File: src/core/fdsp_pkg.sv
package fdsp_pkg;
    // serial modes, encoded as the two mode-select control bits
    typedef enum logic [1:0] {
        MODE_SHIFT = 2'h0,
        MODE_UART8 = 2'h1,
        MODE_UART9_FIXED = 2'h2,
        MODE_UART9_VAR = 2'h3
    } fdsp_mode_type;

    typedef enum logic [1:0] {
        TX_IDLE = 2'h0,
        TX_SYNC = 2'h1,
        TX_RUN = 2'h3
    } fdsp_tx_state_type;

    typedef enum logic [1:0] {
        RX_IDLE = 2'h0,
        RX_START = 2'h1,
        RX_DATA = 2'h3,
        RX_STOP = 2'h2
    } fdsp_rx_state_type;

    typedef struct packed {
        fdsp_mode_type mode;
        logic multiproc_enable;
        logic rx_enable;
        logic transmit_ninth_bit;
        logic rate_double;
    } fdsp_ctrl_type;

    typedef struct packed {
        logic ninth;
        logic [7:0] data;
    } fdsp_word_type;

    localparam int M0_DIV = 12;
    localparam int M2_SLOW_DIV = 64;
    localparam int M2_FAST_DIV = 32;
    localparam int OVERSAMPLE = 16;
    localparam int M2_SLOW_STEP = M2_SLOW_DIV / OVERSAMPLE;
    localparam int M2_FAST_STEP = M2_FAST_DIV / OVERSAMPLE;
    localparam int WORD_W = 9;
    localparam logic [3:0] SAMPLE_MID = 4'h7;
    localparam logic [3:0] SAMPLE_LAST = 4'hF;
    localparam logic [3:0] TX_LAST_8 = 4'h9;
    localparam logic [3:0] TX_LAST_9 = 4'hA;
    localparam logic [3:0] RX_LAST_8 = 4'h7;
    localparam logic [3:0] RX_LAST_9 = 4'h8;
    localparam logic [3:0] M0_LAST_BIT = 4'h7;
    localparam logic [10:0] TX_FRAME_RST = 11'h7FF;
    localparam logic [8:0] RX_SHIFT_RST = 9'h000;
endpackage : fdsp_pkg

File: src/core/fdsp_baud.sv
`timescale 1ns/100ps
module fdsp_baud #(
    parameter int M0_DIV = fdsp_pkg::M0_DIV
) (
    input logic clk,
    input logic rst,
    input logic rate_double,
    output logic m0_bit,
    output logic m0_mid,
    output logic m0_low,
    output logic m2_samp
);
    import fdsp_pkg::*;
    localparam int CW = $clog2(M0_DIV);
    localparam int GW = CW + 1;
    logic [CW-1:0] m0_cnt_q;
    logic [1:0] m2_cnt_q;
    logic [1:0] m2_term;

    if (M0_DIV < 4 || (M0_DIV % 2) != 0) begin : g_chk
        $error("M0_DIV must be even and at least 4");
    end

    // free running, so a frame waits at most one bit time to align
    always_ff @(posedge clk or posedge rst) begin
        if (rst) begin
            m0_cnt_q <= '0;
        end else begin
            m0_cnt_q <= m0_bit ? '0 : m0_cnt_q + 1'b1;
        end
    end
    assign m0_bit = (m0_cnt_q == CW'(M0_DIV - 1));
    assign m0_mid = (m0_cnt_q == CW'(M0_DIV / 2 - 1));
    assign m0_low = (m0_cnt_q < CW'(M0_DIV / 2));

    assign m2_term = rate_double ? 2'(M2_FAST_STEP - 1) : 2'(M2_SLOW_STEP - 1);
    always_ff @(posedge clk or posedge rst) begin
        if (rst) begin
            m2_cnt_q <= 2'h0;
        end else begin
            m2_cnt_q <= m2_samp ? 2'h0 : m2_cnt_q + 2'h1;
        end
    end
    assign m2_samp = (m2_cnt_q >= m2_term);

    // cycles since the last shift strobe, held at its ceiling
    logic [GW-1:0] gap_q;
    logic seen_q;
    always_ff @(posedge clk or posedge rst) begin
        if (rst) begin
            gap_q <= '0;
            seen_q <= 1'b0;
        end else if (m0_bit) begin
            gap_q <= '0;
            seen_q <= 1'b1;
        end else if (gap_q != '1) begin
            gap_q <= gap_q + 1'b1;
        end
    end
endmodule : fdsp_baud

File: src/core/fdsp_fifo2.sv
`timescale 1ns/100ps
module fdsp_fifo2 #(
    parameter int WIDTH = fdsp_pkg::WORD_W
) (
    input logic clk,
    input logic rst,
    input logic in_valid,
    input logic [WIDTH-1:0] in_data,
    output logic in_ready,
    output logic out_valid,
    output logic [WIDTH-1:0] out_data,
    input logic out_ready
);
    logic [WIDTH-1:0] mem_q [2];
    logic wr_ptr_q;
    logic rd_ptr_q;
    logic [1:0] count_q;
    logic push;
    logic pop;

    if (WIDTH < 1) begin : g_chk
        $error("WIDTH must be at least 1");
    end

    assign in_ready = (count_q != 2'h2);
    assign out_valid = (count_q != 2'h0);
    assign push = in_valid && in_ready;
    assign pop = out_valid && out_ready;
    assign out_data = mem_q[rd_ptr_q];

    always_ff @(posedge clk or posedge rst) begin
        if (rst) begin
            mem_q[0] <= '0;
            mem_q[1] <= '0;
        end else if (push) begin
            mem_q[wr_ptr_q] <= in_data;
        end
    end

    always_ff @(posedge clk or posedge rst) begin
        if (rst) begin
            wr_ptr_q <= 1'b0;
            rd_ptr_q <= 1'b0;
            count_q <= 2'h0;
        end else begin
            wr_ptr_q <= wr_ptr_q ^ push;
            rd_ptr_q <= rd_ptr_q ^ pop;
            count_q <= count_q + {1'b0, push} - {1'b0, pop};
        end
    end
endmodule : fdsp_fifo2

File: src/core/fdsp_port.sv
`timescale 1ns/100ps
////////////////////////////////////////////////////////////////////////////////
// Contract
// - transmitter and receiver run independently, full duplex
// - receive is buffered; a byte completing with buffer full is lost
// - buffer write loads transmitter, buffer read returns separate receive data
// - mode 0 shifts 8 bits lsb first on data line, clock on output
// - mode 0 bit rate is fixed at clock/12
// - mode 1 frame: start 0, 8 data lsb first, stop 1
// - mode 1 receive stores stop bit as received ninth bit
// - modes 2/3 frame: start, 8 data, ninth from control, stop
// - modes 2/3 receive store ninth bit, stop bit not checked
// - mode 2 rate selectable clock/32 or clock/64
// - mode 3 equals mode 2 except variable rate
// - any buffer write starts a transmission in every mode
// - mode 0 receive starts when receive-done clear and receive enabled; the code also waits for buffer space and an idle transmitter
// - async receive starts on start bit only while receive enabled
// - multiprocessor modes 2/3: receive-done only if ninth bit is 1
// - mode bits 00/01/10/11 select modes 0/1/2/3
// - transmit-done set after 8th bit (mode 0) or at stop start
// - receive-done set after 8th bit (mode 0) or mid stop bit
// - mode 1 multiprocessor: receive-done only with valid stop bit
////////////////////////////////////////////////////////////////////////////////
module fdsp_port (
    input logic CLK,
    input logic RST,
    input fdsp_pkg::fdsp_ctrl_type CTRL,
    input logic BAUD_TICK,
    input logic WR_STB,
    input logic [7:0] WR_DATA,
    input logic RD_STB,
    output logic [7:0] RD_DATA,
    output logic RX_AVAIL,
    output logic RECEIVED_NINTH_BIT,
    output logic TX_DONE_FLAG,
    output logic RX_DONE_FLAG,
    input logic CLR_TX_DONE,
    input logic CLR_RX_DONE,
    input logic RXD_I,
    output logic RXD_O,
    output logic RXD_OE,
    output logic TXD
);
    import fdsp_pkg::*;

    fdsp_mode_type mode;
    logic async_mode, nine_bit, samp_tick;
    logic m0_bit, m0_mid, m0_low, m2_samp;
    fdsp_tx_state_type tx_state_q;
    logic [10:0] tx_frame_q;
    logic [3:0] tx_idx_q, tx_sub_q, tx_last;
    logic tx_m0_q, ti_set, m0_tx_run, m0_run;
    fdsp_rx_state_type rx_state_q;
    logic [8:0] rx_shift_q;
    logic [3:0] rx_idx_q, rx_sub_q, rx_last;
    logic rx_m0_q, rx_prev_q, m0_rx_go, m0_fin, stop_mid;
    logic rx_ninth, rx_accept, rx_fire, buf_ready;
    fdsp_word_type rx_word, head_word;
    logic txd_q, rxd_o_q, rxd_oe_q;

    // mode is read live, so it must not change mid-frame
    assign mode = CTRL.mode;
    assign async_mode = (mode != MODE_SHIFT);
    assign nine_bit = mode[1];
    assign samp_tick = (mode == MODE_UART9_FIXED) ? m2_samp : BAUD_TICK;

    fdsp_baud u_baud (
        .clk(CLK),
        .rst(RST),
        .rate_double(CTRL.rate_double),
        .m0_bit(m0_bit),
        .m0_mid(m0_mid),
        .m0_low(m0_low),
        .m2_samp(m2_samp)
    );

    ////////////////////////////////////////////////////////////////////////////
    // transmitter
    assign tx_last = nine_bit ? TX_LAST_9 : TX_LAST_8;
    assign ti_set = (tx_state_q == TX_RUN) && (tx_m0_q ?
        (m0_bit && tx_idx_q == M0_LAST_BIT) :
        (samp_tick && tx_sub_q == SAMPLE_LAST && tx_idx_q == tx_last - 4'h1));

    always_ff @(posedge CLK or posedge RST) begin
        if (RST) begin
            tx_state_q <= TX_IDLE;
            tx_frame_q <= TX_FRAME_RST;
            tx_idx_q <= 4'h0;
            tx_sub_q <= 4'h0;
            tx_m0_q <= 1'b0;
        end else if (WR_STB) begin
            // a write while busy restarts the frame with the new byte
            tx_frame_q <= async_mode ?
                {1'b1, nine_bit ? CTRL.transmit_ninth_bit : 1'b1, WR_DATA, 1'b0} :
                {3'h7, WR_DATA};
            tx_state_q <= async_mode ? TX_RUN : TX_SYNC;
            tx_m0_q <= !async_mode;
            tx_idx_q <= 4'h0;
            tx_sub_q <= 4'h0;
        end else begin
            case (tx_state_q)
                TX_IDLE: begin
                    tx_idx_q <= 4'h0;
                end
                TX_SYNC: begin
                    if (m0_bit) begin
                        tx_state_q <= TX_RUN;
                    end
                end
                TX_RUN: begin
                    if (tx_m0_q) begin
                        if (m0_bit) begin
                            if (tx_idx_q == M0_LAST_BIT) begin
                                tx_state_q <= TX_IDLE;
                            end else begin
                                tx_idx_q <= tx_idx_q + 4'h1;
                            end
                        end
                    end else if (samp_tick) begin
                        tx_sub_q <= tx_sub_q + 4'h1;
                        if (tx_sub_q == SAMPLE_LAST) begin
                            if (tx_idx_q == tx_last) begin
                                tx_state_q <= TX_IDLE;
                            end else begin
                                tx_idx_q <= tx_idx_q + 4'h1;
                            end
                        end
                    end
                end
                default: begin
                    tx_state_q <= TX_IDLE;
                end
            endcase
        end
    end

    ////////////////////////////////////////////////////////////////////////////
    // receiver
    assign rx_last = nine_bit ? RX_LAST_9 : RX_LAST_8;
    // buf_ready stalls mode 0 reception instead of losing a byte
    assign m0_rx_go = !async_mode && CTRL.rx_enable && !RX_DONE_FLAG && buf_ready
        && tx_state_q == TX_IDLE;
    assign m0_fin = (rx_state_q == RX_DATA) && rx_m0_q && m0_bit && rx_idx_q == M0_LAST_BIT;
    assign stop_mid = (rx_state_q == RX_STOP) && samp_tick && rx_sub_q == SAMPLE_MID;
    // ninth bit, or the stop bit itself in mode 1
    assign rx_ninth = nine_bit ? rx_shift_q[8] : RXD_I;
    assign rx_accept = m0_fin || (stop_mid && !(CTRL.multiproc_enable && !rx_ninth));
    assign rx_fire = rx_accept && buf_ready;
    assign rx_word.ninth = m0_fin ? 1'b0 : rx_ninth;
    assign rx_word.data = rx_shift_q[7:0];

    always_ff @(posedge CLK or posedge RST) begin
        if (RST) begin
            rx_prev_q <= 1'b1;
        end else if (samp_tick) begin
            rx_prev_q <= RXD_I;
        end
    end

    always_ff @(posedge CLK or posedge RST) begin
        if (RST) begin
            rx_state_q <= RX_IDLE;
            rx_shift_q <= RX_SHIFT_RST;
            rx_idx_q <= 4'h0;
            rx_sub_q <= 4'h0;
            rx_m0_q <= 1'b0;
        end else begin
            case (rx_state_q)
                RX_IDLE: begin
                    rx_idx_q <= 4'h0;
                    rx_sub_q <= 4'h0;
                    if (m0_rx_go) begin
                        rx_state_q <= RX_START;
                        rx_m0_q <= 1'b1;
                    end else if (async_mode && samp_tick && CTRL.rx_enable
                                 && rx_prev_q && !RXD_I) begin
                        rx_state_q <= RX_START;
                        rx_m0_q <= 1'b0;
                    end
                end
                RX_START: begin
                    if (rx_m0_q) begin
                        if (m0_bit) begin
                            rx_state_q <= RX_DATA;
                        end
                    end else if (samp_tick) begin
                        rx_sub_q <= rx_sub_q + 4'h1;
                        // a glitch shorter than half a bit is no start bit
                        if (rx_sub_q == SAMPLE_MID && RXD_I) begin
                            rx_state_q <= RX_IDLE;
                        end else if (rx_sub_q == SAMPLE_LAST) begin
                            rx_state_q <= RX_DATA;
                        end
                    end
                end
                RX_DATA: begin
                    if (rx_m0_q) begin
                        if (m0_mid) begin
                            rx_shift_q[rx_idx_q] <= RXD_I;
                        end
                        if (m0_bit) begin
                            if (rx_idx_q == M0_LAST_BIT) begin
                                rx_state_q <= RX_IDLE;
                            end else begin
                                rx_idx_q <= rx_idx_q + 4'h1;
                            end
                        end
                    end else if (samp_tick) begin
                        rx_sub_q <= rx_sub_q + 4'h1;
                        if (rx_sub_q == SAMPLE_MID) begin
                            rx_shift_q[rx_idx_q] <= RXD_I;
                        end
                        if (rx_sub_q == SAMPLE_LAST) begin
                            if (rx_idx_q == rx_last) begin
                                rx_state_q <= RX_STOP;
                            end else begin
                                rx_idx_q <= rx_idx_q + 4'h1;
                            end
                        end
                    end
                end
                RX_STOP: begin
                    if (samp_tick) begin
                        rx_sub_q <= rx_sub_q + 4'h1;
                        if (rx_sub_q == SAMPLE_MID) begin
                            rx_state_q <= RX_IDLE;
                        end
                    end
                end
                default: begin
                    rx_state_q <= RX_IDLE;
                end
            endcase
        end
    end

    fdsp_fifo2 #(.WIDTH(WORD_W)) u_rx_buf (
        .clk(CLK),
        .rst(RST),
        .in_valid(rx_accept),
        .in_data(rx_word),
        .in_ready(buf_ready),
        .out_valid(RX_AVAIL),
        .out_data(head_word),
        .out_ready(RD_STB)
    );
    assign RD_DATA = head_word.data;
    assign RECEIVED_NINTH_BIT = head_word.ninth;

    ////////////////////////////////////////////////////////////////////////////
    // flags: a set in the clearing cycle wins
    always_ff @(posedge CLK or posedge RST) begin
        if (RST) begin
            TX_DONE_FLAG <= 1'b0;
        end else if (ti_set) begin
            TX_DONE_FLAG <= 1'b1;
        end else if (CLR_TX_DONE) begin
            TX_DONE_FLAG <= 1'b0;
        end
    end

    always_ff @(posedge CLK or posedge RST) begin
        if (RST) begin
            RX_DONE_FLAG <= 1'b0;
        end else if (rx_fire) begin
            RX_DONE_FLAG <= 1'b1;
        end else if (CLR_RX_DONE) begin
            RX_DONE_FLAG <= 1'b0;
        end
    end

    ////////////////////////////////////////////////////////////////////////////
    // pins
    assign m0_tx_run = tx_m0_q && tx_state_q == TX_RUN;
    assign m0_run = m0_tx_run || (rx_m0_q && rx_state_q == RX_DATA);
    always_ff @(posedge CLK or posedge RST) begin
        if (RST) begin
            txd_q <= 1'b1;
            rxd_o_q <= 1'b1;
            rxd_oe_q <= 1'b0;
        end else begin
            txd_q <= m0_run ? !m0_low :
                ((tx_state_q == TX_RUN) ? tx_frame_q[tx_idx_q] : 1'b1);
            rxd_o_q <= m0_tx_run ? tx_frame_q[tx_idx_q] : 1'b1;
            rxd_oe_q <= m0_tx_run;
        end
    end
    assign TXD = txd_q;
    assign RXD_O = rxd_o_q;
    assign RXD_OE = rxd_oe_q;
endmodule : fdsp_port

File: config.mk
export PLATFORM = sky130hd
export DESIGN_NAME = fdsp_port
export DESIGN_NICKNAME = d
export VERILOG_FILES = /design/src/core/fdsp_pkg.sv /design/src/core/fdsp_baud.sv /design/src/core/fdsp_fifo2.sv /design/src/core/fdsp_port.sv
export SDC_FILE = /design/constraint.sdc
export NUM_CORES = 1
export LEC_CHECK = 0
export BUFFER_PORTS_ARGS = -buffer_cell sky130_fd_sc_hd__buf_2
export CORE_ASPECT_RATIO = 1.1
export CORE_UTILIZATION = 35
export DETAILED_ROUTE_END_ITERATION = 8
export SLEW_MARGIN = 20
export SYNTH_ARGS = -nofsm -noshare
export SYNTH_HDL_FRONTEND = slang
export SYNTH_HIERARCHICAL = 1
export SYNTH_SLANG_ARGS = --single-unit
File: constraint.sdc
create_clock -name CLK -period 6 [get_ports CLK]
set_clock_uncertainty 0.05 [all_clocks]
set_input_delay 0.6 -clock CLK [delete_from_list [all_inputs] [get_ports CLK]]
set_output_delay 0.6 -clock CLK [all_outputs]
set_load 0.01 [all_outputs]
======== Word level (Yosys, flattened, before mapping) ========
Index checks and enable logic that the tools add are counted.
cells by class
  $add $sub $neg .......................... 9
  $lt $le $gt $ge ......................... 8
  eq/ne operators ......................... 42
  multiplexer cells ....................... 82
  bitwise gates (word level) .............. 4
  reductions and logical operators ........ 54
operators by type and width
  operator             number
  $mux 4               21
  $mux 9               8
  $mux 2               26
  $ne 3x3->1 const B   11
  $ne 4x4->1 const B   8
  $logic_and 1x1->1    25
  $add 4x1->4 const B  5
  $reduce_bool 2->1    10
  $bwmux 18            1
  $eq 4x3->1 const B   4
  $mux 1               16
  $pmux 4 s2           2
  $eq 4x4->1           3
  $eq 4x4->1 const B   3
  $ne 2x2->1 const B   6
  $pmux 4 s3           1
  $reduce_and 6->1     2
  $reduce_and 11->1    1
  $lt 4x5->1 const B   2
  $mux 10              1
  $bwmux 9             1
  $demux 9 s1          1
  $eq 2x2->1 const B   4
  $pmux 2 s4           1
  other kinds (25)     36
word-level totals
  register bits ........................... 76
  input bits .............................. 22
  word-level logic and storage cells ...... 222

======== Longest topological paths before layout ========
  depth after elaboration ................. 10
  mapped depth ............................ 11
  depth with buffers taken out ............ 11

======== Hierarchy ========
Netlist, hierarchy kept.
by module, submodules not included
  module      times used  cells an instance  area an instance (um^2)
  fdsp_port   1           288                2,775.2
  fdsp_fifo2  1           68                 1,112.3
  fdsp_baud   1           28                 315.3

======== Worst setup path after synthesis ========
No wires, ideal clock.
  path kind ............................... input to register
  from .................................... in CTRL[0] (netlist bit)
  to ...................................... reg u_rx_buf.count_q[1]
  setup time .............................. 0.123 ns
  data arrival time ....................... 2.431 ns
  data required time ...................... 5.827 ns
  setup slack ............................. 3.396 ns
  stages .................................. 11
  buffers on the path ..................... 0
  cell sequence ........................... ha_1 a21o_1 mux2i_1 or3_1 o21bai_1 nand2_1 ha_1 inv_1 ha_1 xnor2_1 xnor2_1
on the way
  cells in the longest elaborated chain, start to end .. 10
RTL lines
  what                            RTL line          text
  start, declared                 fdsp_port.sv:27   input fdsp_pkg::fdsp_ctrl_type CTRL,
  $mux 2                          fdsp_baud.sv:36   assign m2_term = rate_double ? 2'(M2_FAST_STEP - 1) : 2'(M2_SLOW_STEP - 1);
  $ge 2x2->1                      fdsp_baud.sv:44   assign m2_samp = (m2_cnt_q >= m2_term);
  via m2_samp                     fdsp_port.sv:48   logic m0_bit, m0_mid, m0_low, m2_samp;
  $mux 1                          fdsp_port.sv:65   assign samp_tick = (mode == MODE_UART9_FIXED) ? m2_samp : BAUD_TICK;
  $logic_and 1x1->1 (2 in a row)  fdsp_port.sv:144  assign stop_mid = (rx_state_q == RX_STOP) && samp_tick && rx_sub_q == SAMPLE_MID;
  $logic_and 1x1->1               fdsp_port.sv:147  assign rx_accept = m0_fin || (stop_mid && !(CTRL.multiproc_enable && !rx_ninth));
  $logic_or 1x1->1                fdsp_port.sv:147
  via rx_accept                   fdsp_port.sv:57   logic rx_ninth, rx_accept, rx_fire, buf_ready;
  $logic_and 1x1->1               fdsp_fifo2.sv:27  assign push = in_valid && in_ready;
  $add 2x1->2                     fdsp_fifo2.sv:48  count_q <= count_q + {1'b0, push} - {1'b0, pop};
  $sub 2x1->2                     fdsp_fifo2.sv:48
  end signal, assigned            fdsp_fifo2.sv:48
  end, declared                   fdsp_fifo2.sv:17  logic [1:0] count_q;
The timed path passes the listed nets, and every way through them passes these cells.
A chain may end at the register's enable or synchronous reset.

======== Worst setup path after layout ========
  from .................................... reg u_baud.m2_cnt_q[1]
  to ...................................... reg u_rx_buf/mem_q[15] (netlist bit)
on the way
  cells in the longest elaborated chain, start to end .. 7
RTL lines
  what                            RTL line          text
  start, declared                 fdsp_baud.sv:17   logic [1:0] m2_cnt_q;
  start signal, assigned          fdsp_baud.sv:41   m2_cnt_q <= m2_samp ? 2'h0 : m2_cnt_q + 2'h1;
  $ge 2x2->1                      fdsp_baud.sv:44
  via m2_samp                     fdsp_port.sv:48
  $mux 1                          fdsp_port.sv:65
  $logic_and 1x1->1 (2 in a row)  fdsp_port.sv:144
  $logic_and 1x1->1               fdsp_port.sv:147
  $logic_or 1x1->1                fdsp_port.sv:147
  via rx_accept                   fdsp_port.sv:57
  $logic_and 1x1->1               fdsp_fifo2.sv:27
  end signal, assigned by index   fdsp_fifo2.sv:36  mem_q[wr_ptr_q] <= in_data;
  end, declared                   fdsp_fifo2.sv:14  logic [WIDTH-1:0] mem_q [2];
The timed path passes the listed nets, and every way through them passes these cells.

==> out/qor.csv <==
metric,value,unit
status,finished clean,
final_cells,568,
min_path_type,in -> async,
post-cts-setup-buffer-count,0,
ant_nets,0,
worst-path-max-fanout,12,
cts_tree,yes,
fillers,1141,
drt_wl_total,8.42,mm
ys_ff_latch,75,
p_leak,2.09,nW
synth_top_cell_by_area,dfrtp_1,
tns,0,ns
ctsResizeCount,0,
die-area,0.0125,sq mm
synth_top_flop_cell,dfrtp_1,
netlist_top_cells_area,"dfrtp_1 (37%), mux2_4 (9.6%), dfstp_2 (8.1%)",
critPathCaptureType,flop,
worstReg2RegStart,u_baud/m2_cnt_q[1],
design.portCount,37,
yosysUniqueCellTypes,68,
grt-busiest-layer,met2,
max_freq,324,MHz
place_congestion,0.791,
avgSynthCellArea,10.9,sq um
maxCapViolations,0,
grt_usage,14.7,%
diodes,0,
core-area,0.0116,sq mm
post_dp_cell_area,0.00447,sq mm
post-route-period-util,51.4,%
area_delta_synth_final,12.8,%
route.detailed.drc,0,
startpoint,u_baud/m2_cnt_q[1],
fin_ws,2.92,ns
post-place-ws,2.60,ns
setup_viol,0,
ys_seq_area_share,45.0,%
synth_cells,384,
use_met1,18.4,%
grt_max_degree,48,
arrival,3.24,ns
synth_area,0.00420,sq mm
final_area,0.00474,sq mm
start_util,36.3,%
hold_buffers,0,
synth_commonest_cells,"dfrtp_1 (62), nand2_1 (36), nor2_1 (34)",
dr_total_vias,2951,
critPathKind,reg -> reg,
rows,41,
gr-usage-met2,24.8,%
start_kind,flop,
io_buffers,36,
grt_pass1_vias,2990,
finalHoldViolCount,0,
fin_worst_hold_slack,0.165,ns
relSlewSlack,37.2,%
yosysWarnings,6,
rsz0062_at_grt,no,
cp.required,6.16,ns
period_minus_slack,3.08,ns
grt_pass1_wl,14.4,mm
dp_cells,552,
fin_util,40.9,%
power.total,1.56,mW
gr-total-overflow,0,
slew_viol_final,0,
drive_gt1_share,28.5,%
dr.pass1.iters,4,
clk_latency,0.33,ns
grtUsageMet3,3.65,%
antenna_found_initial,0,
htree_levels,3,
drtIter0Drc,109,
yosysTopAreaCellShare,36.9,%
synth_edf_count,0,
clkSinkCount,75,
ys_async_sr_fraction,100,%
nets,449,
clk_pin_slew_worst_paths,0.06,ns
viasPerCell,5.20,
numCtsBuffers,9,
cts_root_buf,clkbuf_16,
post-dp-hpwl,6.07,mm
syn_nets,420,
power.density,329,mW/mm^2
tightestPinTransition,0.915,ns
cts_max_path_buffers,2,
die_w,106,microns
yosysMostFrequentCell,dfrtp_1,
wl_per_cell,14.8,microns
peakVddDrop,0.000159,V
dieHeight,117,microns
per-layer routing:
metal  up-vias  wire [microns]
met5         -               0
met4         0             111
met3         8             313
met2        62            4110
met1      1444            3880
li1       1437               -
kinds of logic after synthesis:
group / count (synthesis) / synth area share [%]
mux: 54 / 17.0
xor+xnor: 8 / 1.67
simple gates: 128 / 16.3
compound gates: 67 / 11.5
flops: 75 / 45.0
fa+ha+maj: 14 / 4.17
buf+inv: 38 / 4.32
flip-flops by register name, summed over array words and instances, names as in the netlist, 2 cells and up:
| name | flops |
|---|---|
| u_rx_buf/mem_q | 18 |
| tx_idx_q | 4 |
| tx_state_q | 2 |
| rx_shift_q | 9 |
| tx_sub_q | 4 |
| u_baud/m0_cnt_q | 4 |
| rx_idx_q | 4 |
| u_baud/m2_cnt_q | 2 |
| rx_sub_q | 4 |
| u_rx_buf/count_q | 2 |
| rx_state_q | 2 |
| tx_frame_q | 10 |
cell usage in the layout (no fill, tap or decap), drive strengths merged, types with 3 or more instances in the layout:
master / n
dfrtp: 62
mux2: 39
buf: 37
nand2: 36
nor2: 34
inv: 19
a21oi: 16
ha: 14
dfstp: 13
mux2i: 13
o21ai: 12
clkbuf: 10
nand3: 9
nor3: 7
nand2b: 6
or3: 6
xnor2: 4
xor2: 4
o41ai: 4
nor4b: 4
clkinv: 4
a21o: 3
nor4: 3
and3b: 3
or3b: 3
o311ai: 3
or2: 3
o211ai: 3
critical path, cell delays in order, from the launching register on:
cell and delay, ns:
dfrtp_1 0.39, ha_1 0.29, a21o_1 0.13, mux2i_1 0.28, or3_1 0.51, o21bai_1 0.26, and2_1 0.19, ha_1 0.52
mux2_4 0.34
power by group:
group	internal, mW	total, mW	switching, mW
Sequential	0.593	0.712	0.119
Clock	0.281	0.492	0.212
Combinational	0.170	0.355	0.185
path summary, 6_finish.rpt:
path / to / slack (ns) / depth (start not counted)
min in group CLK: rx_prev_q / 0.41 / 2
worst max-delay path: u_rx_buf/mem_q[15] / 2.92 / 8
worst max register to register: u_rx_buf/mem_q[15] / 2.92 / 8
worst min-delay path: u_baud/m2_cnt_q[0] / 0.16 / 2
worst min register to register: rx_prev_q / 0.41 / 2
max in group asynchronous: u_rx_buf/mem_q[13] / 4.96 / 2
layout make-up:
cell class	instances	area [sq um]	share of cell area (%)
Multi-Input combinational cell	271	2130	44.9
Sequential cell	75	1890	39.9
Clock buffer	10	229	4.83
Timing Repair Buffer	37	188	3.96
Tap cell	150	188	3.96
Inverter	19	72.6	1.53
Clock inverter	6	42.5	0.897
No activity file was read; power rests on OpenSTA's default activity.
